===== src/qdd_params.svh =====
// Constants for the quad driver fault diagnosis block
`ifndef QDD_PARAMS_SVH
`define QDD_PARAMS_SVH

`define QDD_CLK_HZ          25000000
`define QDD_NUM_CH          4
// Diagnostic filter time, least 140 us (most 250 us)
`define QDD_DIAG_FILT_US    140
`define QDD_DIAG_FILT_CYC   ((`QDD_DIAG_FILT_US * (`QDD_CLK_HZ / 1000000)))
// Select glitch filter, pulses up to 40 ns ignored
`define QDD_SEL_FILT_NS     40
`define QDD_SEL_FILT_CYC    (((`QDD_SEL_FILT_NS * (`QDD_CLK_HZ / 1000000)) + 999) / 1000)
// Overcurrent filter time, parameter default in cycles
`define QDD_OC_FILT_CYC     25
// Failure codes per two-bit channel field
`define QDD_CODE_NONE       2'h0
`define QDD_CODE_OL         2'h1
`define QDD_CODE_SCG        2'h2
`define QDD_CODE_SCB        2'h3

`endif


===== src/qdd_pkg.sv =====
// Types for the quad driver fault diagnosis block
package qdd_pkg;
	typedef logic [1:0] qdd_code_t;
	typedef logic [7:0] qdd_byte_t;
	typedef enum logic [1:0] {QDD_IDLE, QDD_ACTIVE} qdd_link_e;
endpackage


===== src/qdd_link_if.sv =====
// Signals between the fault core and the serial shifter
`timescale 1ns/1ps
`default_nettype none
interface qdd_link_if;
	logic                 sel_active;
	logic                 sclk_rise;
	logic                 sclk_fall;
	logic                 sdi;
	qdd_pkg::qdd_byte_t   fail_byte;
	logic                 clear_req;
	modport core (output sel_active, sclk_rise, sclk_fall, sdi, fail_byte, input clear_req);
	modport shifter (input sel_active, sclk_rise, sclk_fall, sdi, fail_byte, output clear_req);
endinterface
`default_nettype wire


===== src/qdd_fault_diag.sv =====
// Quad low-side driver protection, fault storage and serial readout
// What this block does
// Overcurrent or overtemp latches channel off
// Battery short outranks ground short, open load
// Battery short from overcurrent or overtemperature
// Open load: low current while on, filtered
// Ground short: low drain while off
// Each channel has independent thermal shutdown
// Failures stored per channel, readable serially
// Short control periods record no failure
// First shift bit high when any failure
// Select falling puts first bit out
// Serial output tristate while select high
// Next bit out on clock rising
// Serial input captured on clock falling
// First clock pulse clears failure register
// Host keeps clock low around select
// Select spikes cause no bus collision
// Low supply forces stages off, clears
// Reset pin forces stages off, clears
// Low supply keeps channels off regardless
// One dedicated control input per channel
// Diagnostic filters need 140 to 250us
// Select pulses up to 40ns ignored
// Channel failures packed into one byte, ch1 low bit dropped
// Only highest priority code per channel
// Serial input affects nothing but shifter
`timescale 1ns/1ps
`default_nettype none
`include "qdd_params.svh"
module qdd_fault_diag #(
	parameter int unsigned DIAG_FILT_CYC = `QDD_DIAG_FILT_CYC,
	parameter int unsigned OC_FILT_CYC   = `QDD_OC_FILT_CYC
) (
	// Clock and reset
	input  wire logic        sys_clk_in,
	input  wire logic        rst_in,
	// Channel control, active low per channel
	input  wire logic [3:0]  ctrl_n_in,
	// Analog comparator results per channel
	input  wire logic [3:0]  overcurrent_in,
	input  wire logic [3:0]  overtemp_in,
	input  wire logic [3:0]  below_open_load_ref_in,
	input  wire logic [3:0]  drain_below_ref_in,
	// Supply and reset
	input  wire logic        supply_low_in,
	input  wire logic        hw_reset_n_in,
	// Serial link
	input  wire logic        select_n_in,
	input  wire logic        sclk_in,
	input  wire logic        sdi_in,
	output logic             sdo_out,
	output logic             sdo_oe_out,
	// Power stage gates and status
	output logic [3:0]       stage_on_out,
	output logic [7:0]       fail_byte_out
);
	localparam int unsigned SEL_FILT_CYC = `QDD_SEL_FILT_CYC;
	localparam int unsigned SYNC_W = 20;

	qdd_link_if link ();

	////////////////////////////////////////////////////////////////////////////
	// Input synchronisers

	logic [SYNC_W-1:0] sync1;
	logic [SYNC_W-1:0] sync2;
	logic [SYNC_W-1:0] next_sync1;
	logic [SYNC_W-1:0] next_sync2;
	wire  [SYNC_W-1:0] raw = {ctrl_n_in, overcurrent_in, overtemp_in,
		below_open_load_ref_in, drain_below_ref_in};
	logic [3:0]        s_ctrl_n;
	logic [3:0]        s_oc;
	logic [3:0]        s_ot;
	logic [3:0]        s_ol;
	logic [3:0]        s_gnd;
	logic [1:0]        pwr1;
	logic [1:0]        pwr2;
	logic [1:0]        next_pwr1;
	logic [1:0]        next_pwr2;
	logic [2:0]        ser1;
	logic [2:0]        ser2;
	logic [2:0]        next_ser1;
	logic [2:0]        next_ser2;

	// Every pin but sys_clk_in and rst_in passes two flops before any logic reads it
	always_comb begin
		next_sync1 = raw;
		next_sync2 = sync1;
		next_pwr1  = {hw_reset_n_in, supply_low_in};
		next_pwr2  = pwr1;
		next_ser1  = {select_n_in, sclk_in, sdi_in};
		next_ser2  = ser1;
	end

	always_ff @(posedge sys_clk_in) begin
		if (rst_in) begin
			// Controls idle off and the reset request stands until synced
			sync1 <= {4'hF, 16'h0000};
			sync2 <= {4'hF, 16'h0000};
			pwr1  <= 2'h0;
			pwr2  <= 2'h0;
			ser1  <= 3'h4;
			ser2  <= 3'h4;
		end else begin
			sync1 <= next_sync1;
			sync2 <= next_sync2;
			pwr1  <= next_pwr1;
			pwr2  <= next_pwr2;
			ser1  <= next_ser1;
			ser2  <= next_ser2;
		end
	end

	assign {s_ctrl_n, s_oc, s_ot, s_ol, s_gnd} = sync2;
	wire hold_rst = ~pwr2[1] | pwr2[0];

	////////////////////////////////////////////////////////////////////////////
	// Select glitch filter and serial clock edges

	logic       sel_f;
	logic       next_sel_f;
	logic [3:0] sel_cnt;
	logic [3:0] next_sel_cnt;
	logic       sclk_d;
	logic       next_sclk_d;

	// A new select level must outlast the filter before it counts
	always_comb begin
		next_sel_f   = sel_f;
		next_sel_cnt = 4'h0;
		next_sclk_d  = ser2[1];
		if (ser2[2] != sel_f) begin
			next_sel_cnt = sel_cnt + 4'h1;
			if (sel_cnt >= 4'(SEL_FILT_CYC)) begin
				next_sel_f   = ser2[2];
				next_sel_cnt = 4'h0;
			end
		end
	end

	always_ff @(posedge sys_clk_in) begin
		if (rst_in) begin
			sel_f   <= 1'b1;
			sel_cnt <= 4'h0;
			sclk_d  <= 1'b0;
		end else begin
			sel_f   <= next_sel_f;
			sel_cnt <= next_sel_cnt;
			sclk_d  <= next_sclk_d;
		end
	end

	// Serial clock edges as seen by the system clock
	assign link.sel_active = ~sel_f;
	assign link.sclk_rise  = ser2[1] & ~sclk_d;
	assign link.sclk_fall  = ~ser2[1] & sclk_d;
	assign link.sdi        = ser2[0];

	////////////////////////////////////////////////////////////////////////////
	// Per-channel protection and failure storage

	function automatic qdd_pkg::qdd_code_t rank(input qdd_pkg::qdd_code_t a,
		input qdd_pkg::qdd_code_t b);
		rank = (a > b) ? a : b;
	endfunction

	logic [3:0]              latched_off;
	logic [3:0]              next_latched_off;
	logic [3:0]              ctrl_d;
	logic [3:0]              next_ctrl_d;
	logic [3:0]              stage_on;
	logic [3:0]              next_stage_on;
	logic [15:0]             oc_cnt [4];
	logic [15:0]             next_oc_cnt [4];
	logic [15:0]             dg_cnt [4];
	logic [15:0]             next_dg_cnt [4];
	qdd_pkg::qdd_code_t      code [4];
	qdd_pkg::qdd_code_t      next_code [4];
	qdd_pkg::qdd_byte_t      fail_byte;

	always_comb begin
		for (int i = 0; i < 4; i++) begin
			logic on_req;
			logic trip;
			logic cond;
			qdd_pkg::qdd_code_t hit;
			on_req = ~s_ctrl_n[i];
			next_ctrl_d[i] = on_req;
			next_latched_off[i] = latched_off[i];
			next_oc_cnt[i] = 16'h0;
			next_dg_cnt[i] = 16'h0;
			next_code[i]   = code[i];
			hit  = `QDD_CODE_NONE;
			trip = 1'b0;
			// Overcurrent must outlast its filter, overtemp trips at once
			if (on_req && s_oc[i]) begin
				next_oc_cnt[i] = oc_cnt[i] + 16'h1;
				if (oc_cnt[i] >= 16'(OC_FILT_CYC)) begin
					// Counter holds here so it never wraps back below the limit
					next_oc_cnt[i] = oc_cnt[i];
					trip           = 1'b1;
				end
			end
			if (on_req && s_ot[i])
				trip = 1'b1;
			if (trip) begin
				next_latched_off[i] = 1'b1;
				hit = `QDD_CODE_SCB;
			end
			if (ctrl_d[i] && !on_req)
				next_latched_off[i] = 1'b0;
			// Filter counter restarts when the control level changes
			cond = (on_req == ctrl_d[i]) && (on_req ? s_ol[i] : s_gnd[i]);
			if (cond) begin
				next_dg_cnt[i] = dg_cnt[i];
				if (dg_cnt[i] >= 16'(DIAG_FILT_CYC))
					hit = rank(hit, on_req ? `QDD_CODE_OL : `QDD_CODE_SCG);
				else
					next_dg_cnt[i] = dg_cnt[i] + 16'h1;
			end
			// A new failure wins over a clear in the same cycle
			if (link.clear_req)
				next_code[i] = `QDD_CODE_NONE;
			next_code[i] = rank(next_code[i], hit);
			next_stage_on[i] = on_req & ~next_latched_off[i] & ~trip;
		end
		// Reset pin or low supply clears stages, latches, filters and failures
		if (hold_rst) begin
			next_stage_on    = 4'h0;
			next_latched_off = 4'h0;
			for (int i = 0; i < 4; i++) begin
				next_oc_cnt[i] = 16'h0;
				next_dg_cnt[i] = 16'h0;
				next_code[i]   = `QDD_CODE_NONE;
			end
		end
	end

	always_ff @(posedge sys_clk_in) begin
		if (rst_in) begin
			latched_off <= 4'h0;
			ctrl_d      <= 4'h0;
			stage_on    <= 4'h0;
			for (int i = 0; i < 4; i++) begin
				oc_cnt[i] <= 16'h0;
				dg_cnt[i] <= 16'h0;
				code[i]   <= `QDD_CODE_NONE;
			end
		end else begin
			latched_off <= next_latched_off;
			ctrl_d      <= next_ctrl_d;
			stage_on    <= next_stage_on;
			for (int i = 0; i < 4; i++) begin
				oc_cnt[i] <= next_oc_cnt[i];
				dg_cnt[i] <= next_dg_cnt[i];
				code[i]   <= next_code[i];
			end
		end
	end

	////////////////////////////////////////////////////////////////////////////
	// Failure byte: flag bit, then channels 4..2 codes, channel 1 partial

	always_comb begin
		logic any;
		any = 1'b0;
		for (int i = 0; i < 4; i++)
			any = any | (code[i] != `QDD_CODE_NONE);
		// Bit 7 flag, bits 6:0 hold channel codes 4..1 (ch1 low bit dropped)
		fail_byte = {any, code[3], code[2], code[1], code[0][1]};
	end

	assign link.fail_byte = fail_byte;

	////////////////////////////////////////////////////////////////////////////
	// Serial shifter and registered outputs

	qdd_shifter u_shifter (
		.sys_clk_in (sys_clk_in),
		.rst_in     (rst_in),
		.link       (link),
		.sdo_out    (sdo_out),
		.sdo_oe_out (sdo_oe_out)
	);

	qdd_pkg::qdd_byte_t fail_q;
	qdd_pkg::qdd_byte_t next_fail_q;

	// Failure byte output comes from its own flop
	always_comb begin
		next_fail_q = fail_byte;
	end

	always_ff @(posedge sys_clk_in) begin
		if (rst_in)
			fail_q <= 8'h00;
		else
			fail_q <= next_fail_q;
	end

	assign stage_on_out  = stage_on;
	assign fail_byte_out = fail_q;
endmodule // qdd_fault_diag
`default_nettype wire


===== src/qdd_shifter.sv =====
// Diagnostic shift register driven from the serial link
`timescale 1ns/1ps
`default_nettype none
`include "qdd_params.svh"
module qdd_shifter (
	// Clock and reset
	input  wire logic        sys_clk_in,
	input  wire logic        rst_in,
	// Link to core
	qdd_link_if.shifter      link,
	// Serial data out
	output logic             sdo_out,
	output logic             sdo_oe_out
);
	qdd_pkg::qdd_byte_t shreg;
	qdd_pkg::qdd_byte_t next_shreg;
	logic               first;
	logic               next_first;
	logic               sdo;
	logic               next_sdo;
	logic               oe;
	logic               next_oe;
	logic               prev_active;
	logic               clr;
	logic               next_clr;

	always_comb begin
		next_shreg = shreg;
		next_first = first;
		next_sdo   = sdo;
		next_oe    = link.sel_active;
		next_clr   = 1'b0;
		if (link.sel_active && !prev_active) begin
			next_shreg = link.fail_byte;
			next_sdo   = link.fail_byte[7];
			next_first = 1'b1;
		end else if (link.sel_active) begin
			if (link.sclk_rise) begin
				// Bit 7 left at select, so each rise shows the bit behind it
				next_sdo = shreg[6];
				if (first) begin
					next_clr   = 1'b1;
					next_first = 1'b0;
				end
			end
			if (link.sclk_fall)
				next_shreg = {shreg[6:0], link.sdi};
		end
	end

	always_ff @(posedge sys_clk_in) begin
		if (rst_in) begin
			shreg       <= 8'h00;
			first       <= 1'b0;
			sdo         <= 1'b0;
			oe          <= 1'b0;
			prev_active <= 1'b0;
			clr         <= 1'b0;
		end else begin
			shreg       <= next_shreg;
			first       <= next_first;
			sdo         <= next_sdo;
			oe          <= next_oe;
			prev_active <= link.sel_active;
			clr         <= next_clr;
		end
	end

	assign link.clear_req = clr;
	assign sdo_out        = sdo;
	assign sdo_oe_out     = oe;
endmodule // qdd_shifter
`default_nettype wire

===== config.mk =====
export PLATFORM = sky130hd
export DESIGN_NAME = qdd_fault_diag
export DESIGN_NICKNAME = d
export VERILOG_FILES = /design/src/qdd_pkg.sv /design/src/qdd_link_if.sv /design/src/qdd_fault_diag.sv /design/src/qdd_shifter.sv
export VERILOG_INCLUDE_DIRS = /design/src
export SDC_FILE = /design/constraint.sdc
export NUM_CORES = 1
export LEC_CHECK = 0
export BUFFER_PORTS_ARGS = -buffer_cell sky130_fd_sc_hd__buf_4
export CAP_MARGIN = 0
export CELL_PAD_IN_SITES_DETAIL_PLACEMENT = 0
export CELL_PAD_IN_SITES_GLOBAL_PLACEMENT = 2
export CORE_UTILIZATION = 39
export DETAILED_ROUTE_END_ITERATION = 6
export PLACE_DENSITY_LB_ADDON = 0.1
export SYNTH_ARGS = -nofsm -noshare
export SYNTH_HDL_FRONTEND = slang
export SYNTH_SLANG_ARGS = --single-unit

===== constraint.sdc =====
create_clock -name sys_clk_in -period 3.4 [get_ports sys_clk_in]
set_input_delay 0.17 -clock sys_clk_in [delete_from_list [all_inputs] [get_ports sys_clk_in]]
set_output_delay 0.17 -clock sys_clk_in [all_outputs]
set_load 0.02 [all_outputs]

* Word level (Yosys, flattened, before mapping)
Memories as Yosys holds them, arrays and structs flattened.
Cells that the tools add are included.
** Cells by class
- Reductions and logical operators :: 30
- Add/sub/neg operators :: 9
- Bitwise operators :: 44
- Order comparisons :: 17
- Eq/ne operators :: 6
- Muxes and demuxes :: 96
** Operators by type and width (number)
- two-way mux 16 bit :: 24
- adder 16 x 1 -> 16 bit (second input constant) :: 8
- two-way mux 64 bit :: 2
- greater-or-equal comparator 16 x 12 -> 1 bit (second input constant) :: 4
- greater-or-equal comparator 16 x 5 -> 1 bit (second input constant) :: 4
- two-way mux 2 bit :: 32
- two-way mux 1 bit :: 34
- two-way mux 7 bit :: 3
- inverter 1 bit :: 18
- logical AND 1 bit :: 17
- > comparator 2 bit :: 8
- bitwise OR 1 bit :: 16
- nonzero test 2 bit :: 6
- bitwise AND 1 bit :: 10
- two-way mux 8 bit :: 1
- AND reduction 2 bit :: 3
- adder 4 x 1 -> 4 bit (second input constant) :: 1
- equality test 1 bit :: 4
- greater-or-equal comparator 4 x 1 -> 1 bit (second input constant) :: 1
- OR reduction 4 bit :: 1
- OR reduction 3 bit :: 1
- != test 2 x 1 -> 1 bit (second input constant) :: 1
- OR reduction 2 bit :: 1
- zero test 1 bit :: 1
- != test 1 bit :: 1
** Storage, ports and cells
- RAM bits :: 136
- Logic and storage cells :: 223
- Memories :: 3
- Register bits :: 87
- Input bits :: 27
- Output and inout port bits :: 14
** Memories
- dg_cnt :: depth 4, width 16, read ports 4, clocked after Yosys merged registers in 0, wr ports 4, line qdd_fault_diag.sv:176 : logic [15:0] dg_cnt [4];
- oc_cnt :: depth 4, width 16, read ports 4, clocked after Yosys merged registers in 0, wr ports 4, line qdd_fault_diag.sv:174 : logic [15:0] oc_cnt [4];
- code :: depth 4, width 2, read ports 4, clocked after Yosys merged registers in 0, wr ports 4, line qdd_fault_diag.sv:178 : qdd_pkg::qdd_code_t code [4];

* Depth between registers and ports, before layout
An unclocked memory read counts as a cell.
- Depth in word-level cells :: 14
- Depth in mapped cells :: 13
- Mapped depth without buffers :: 13

* Hierarchy
Synthesis repeated with hierarchy kept, for this count alone.
** Second synthesis, totals
- Cells, all modules :: 967
- Area, all modules :: 9242.6 µm²
** By module, submodules not included
- qdd_fault_diag :: cells an instance 916, area each 8758.4 µm², times used 1, seq. area each 4244.1 µm²
- qdd_shifter :: cells an instance 51, area each 484.2 µm², times used 1, seq. area each 220.2 µm²

* Least setup slack after synthesis
Ideal clock, no wire load.
- Path type :: register to register
- From :: memory oc_cnt[0][0]
- To :: memory code[0][0] in the netlist's numbering
- Library setup time :: 0.074 ns
- Arrival :: 2.430 ns
- Period minus slack after synthesis :: 2.504 ns
- Data required time :: 3.326 ns
- Path buffers :: 0
- Setup slack :: 0.896 ns
- Cell stages (with the launch flop) :: 14
- Cell sequence :: dfxtp_1 -> inv_1 -> ha_1 -> nor3b_1 -> o2111ai_1 -> a21oi_1 -> nor2_1 -> a41oi_1 -> ha_1 -> nor2_1 -> o22ai_1 -> mux2i_1 -> nand2_1 -> a31oi_1
** RTL lines (line)
- start: declaration :: qdd_fault_diag.sv:174
- end: declaration :: qdd_fault_diag.sv:178

==> results.ini <==
[timing]
drv_slew = 0
hold_viol = 0
fin_crit_ps = 2899
grt_setup_unrepaired = false
relSlewSlack = 0.3124
setup_viol = 0
setup_slack_ps = 500.9
timing.final.crit_share = 0.8527
worst_slew_pin_slew_ps = 1031
fin_setup_tns_ps = 0
timing.fmax_mhz = 344.9
fin_skew_ps = 14.65

[synth]
seq_area_frac_synth = 0.5198
postSynthCellCount = 913
synth_flop_cell = dfxtp_1
async_flop_share = 0
synth-seq-cells = 223
synth_cell_type_count = 56
netlist_area_sq_mm = 0.008588
synth_edf_count = 0
ys.warnings.count = 0
avgSynthCellArea_sq_um = 9.407
syn-num-nets = 979

[critical_path]
crit_top_cell = ha_1
startpoint_type = flop
r2r-start = oc_cnt[0][1]
startpoint = oc_cnt[0][1]
crit_chain = inv_1 > ha_1 > nor3b_1 > o2111ai_1 > a21oi_1 > nor2_1 > a41oi_1 > ha_1 > o22ai_1 > mux2i_1 > nand2_1 > a31oi_1
required_ps = 3830
critPathCaptureType = flop
crit_path_top_delay_cell = a21oi_1
crit_arrival_ps = 3330
crit_type = reg2reg
crit_fanout = 6
cpPeakStageDelay_ps = 400

[cts]
clk_path_buf_depth = 3
numCtsBuffers = 25
h-tree-depth = 1
cts_resized = 0
postCtsHoldBufs = 25
clock_sinks = 223
cts-root-buf = clkbuf_16
cts_tree = built
clk_pin_slew_ps = 60
clk_latency_ps = 510
post_cts_buffers = 0

[pwr]
p_per_area_mw_per_mm2 = 520.7
peakVddDrop_mv = 0.3745
power_leakage_nw = 3.948

[final_layout]
antenna_cells = 0
final_nets = 1053
num-fill-cells = 2025
stdcell_area_sq_mm = 0.01022
area_growth_pct = 18.95
drive_above_1_share = 0.1078
final_util = 0.4799

[detailed_routing]
drc = 0
vias = 6257
wl_per_cell_microns = 12.96
ant_nets = 0
via_per_inst = 4.900
drt_wl_total_mm = 16.55
initialDrtViolationCount = 230
drt_pass1_iterations = 4

[run]
maxCapViolCount = 0

[worst_hold_path]
hold_start = rst_in
min_path_type = in2reg

[floorplan]
die-area_sq_mm = 0.02262
fp-row-count = 53
io_pins = 41
core_sq_mm = 0.02129
dieWidth_microns = 150.4
dieHeight_microns = 150.4
floorplan.initialDensity = 0.4035

[placement]
place_hpwl_mm = 11.43
io_buffers = 40
dpl_worst_slack_ps = 511.9
placedInstanceArea_sq_mm = 0.009198
place_congestion = 0.7914

[run_status]
status = finished clean

[grt]
grt_max_degree = 77
grt_pass1_vias = 6210
antenna_found_initial = 0
grt.total_usage = 0.1530
grt_overflow_total = 0
grt_pass1_wl_mm = 28.53

-- synthesized netlist by cell type (2+ instances only) --
cell | number | share of area
o31ai_1 | 2 | 0.0017
o22ai_1 | 4 | 0.0029
nand2_1 | 55 | 0.024
xnor2_1 | 35 | 0.036
a311oi_1 | 7 | 0.0071
inv_1 | 53 | 0.023
or4b_2 | 2 | 0.0023
a21o_1 | 2 | 0.0017
nand2b_1 | 12 | 0.0087
or2_2 | 12 | 0.0087
o21a_1 | 4 | 0.0035
ha_1 | 39 | 0.057
xor2_1 | 5 | 0.0051
o21bai_1 | 2 | 0.0017
o2111ai_1 | 4 | 0.0041
a21oi_1 | 38 | 0.022
a2111oi_0 | 2 | 0.0020
or4_1 | 5 | 0.0044
o21ai_0 | 13 | 0.0076
nand3_1 | 28 | 0.016
a211oi_1 | 8 | 0.0070
nor3b_1 | 8 | 0.0070
and3_1 | 34 | 0.025
clkbuf_1 | 23 | 0.010
nor3_1 | 11 | 0.0064
nor4_1 | 12 | 0.0087
and4_1 | 7 | 0.0071
buf_1 | 3 | 0.0013
a41oi_1 | 4 | 0.0041
nor2b_1 | 49 | 0.036
and2_1 | 33 | 0.024
dfxtp_1 | 223 | 0.52
a31oi_1 | 5 | 0.0036
o211ai_1 | 3 | 0.0026
mux2i_1 | 7 | 0.0082
or3_1 | 13 | 0.0095
mux2_2 | 3 | 0.0039
o32ai_1 | 3 | 0.0031
nand4_1 | 9 | 0.0066
nor2_1 | 115 | 0.050
-- sequential cells by signal, indices dropped and copies added (netlist names), 2 cells and up --
| register | flops |
|---|---|
| u_shifter.shreg | 7 |
| ctrl_d | 4 |
| fail_byte_out | 8 |
| dg_cnt | 64 |
| sel_cnt | 4 |
| next_sync2 | 20 |
| code | 8 |
| oc_cnt | 64 |
| next_pwr2 | 2 |
| next_ser2 | 3 |
| sync2 | 20 |
| pwr2 | 2 |
| latched_off | 4 |
| ser2 | 3 |
| stage_on_out | 4 |
-- cell usage in the layout, fill, tap and decap left out, types with 13 or more instances in the layout --
cell / n
o21ai_0: 13
dlygate4sd3_1: 25
or3_1: 13
inv_1: 53
nor2_1: 115
nand3_1: 28
buf_4: 49
dfxtp_1: 223
clkbuf_16: 25
a21oi_1: 38
nor2b_1: 49
and2_1: 33
ha_1: 39
and3_1: 34
xnor2_1: 35
nand2_1: 55
-- path summary, 6_finish.rpt --
kind	depth (start not counted)	slack [ps]	endpoint
worst max register to register	12	500	code[0][0]
worst max-delay path	12	500	code[0][0]
worst min-delay path	3	270	code[3][1]
worst min register to register	1	400	sync2[18]
-- where the power goes --
group | switching, mW | internal [mW]
logic | 0.0647 | 0.0791
clock network | 1.00 | 1.49
registers | 0.0233 | 2.66
total | 1.09 | 4.23
-- cells by family after synthesis --
logic type                 synth area share
buffers and inverters               0.03555
DFF                                  0.5198
AOI/OAI and AO/OA                   0.08406
other                             0.0004366
adders and majority gates           0.05682
and+or+nand+nor                      0.2504
muxes                               0.01209
xor gates and xnor gates            0.04079
-- routing by layer --
layer	track usage	share of wire	up-vias
li1	-	-	3225
met1	0.1885	0.46	2943
met2	0.2728	0.50	67
met3	0.02818	0.029	22
met4	0.03788	0.018	0
met5	0	0	-
-- metrics by stage --
step           power, mW  instances  hold slack [ps]
5_1_grt            5.550       1277            308.7
4_1_cts            5.411       1277            260.7
3_5_place_dp       2.858       1210            357.8
6_report           5.319       1277            265.7
2_1_floorplan      2.807        913            273.8
3_3_place_gp       2.855       1210            359.0
-- critical path, delay by kind of cell (launching register included) --
kind	cells	cell delay, ps
adder cells (fa/ha/maj)	2	480
AO/OA/AOI/OAI	5	1330
AND/OR/NAND/NOR	3	350
multiplexers	1	210
flip-flops	1	350
buffers and inverters	1	90
-- final cells by class --
| type | count | area, sq um | share of cell area |
|---|---|---|---|
| Sequential cell | 223 | 4464 | 0.4370 |
| Tap cell | 275 | 344.1 | 0.03368 |
| Timing Repair Buffer | 74 | 618.1 | 0.06050 |
| Clock inverter | 4 | 23.77 | 0.002327 |
| Inverter | 54 | 202.7 | 0.01984 |
| Clock buffer | 38 | 744.5 | 0.07287 |
| Multi-Input combinational cell | 609 | 3819 | 0.3738 |
Power figures use the tool's default switching activity.
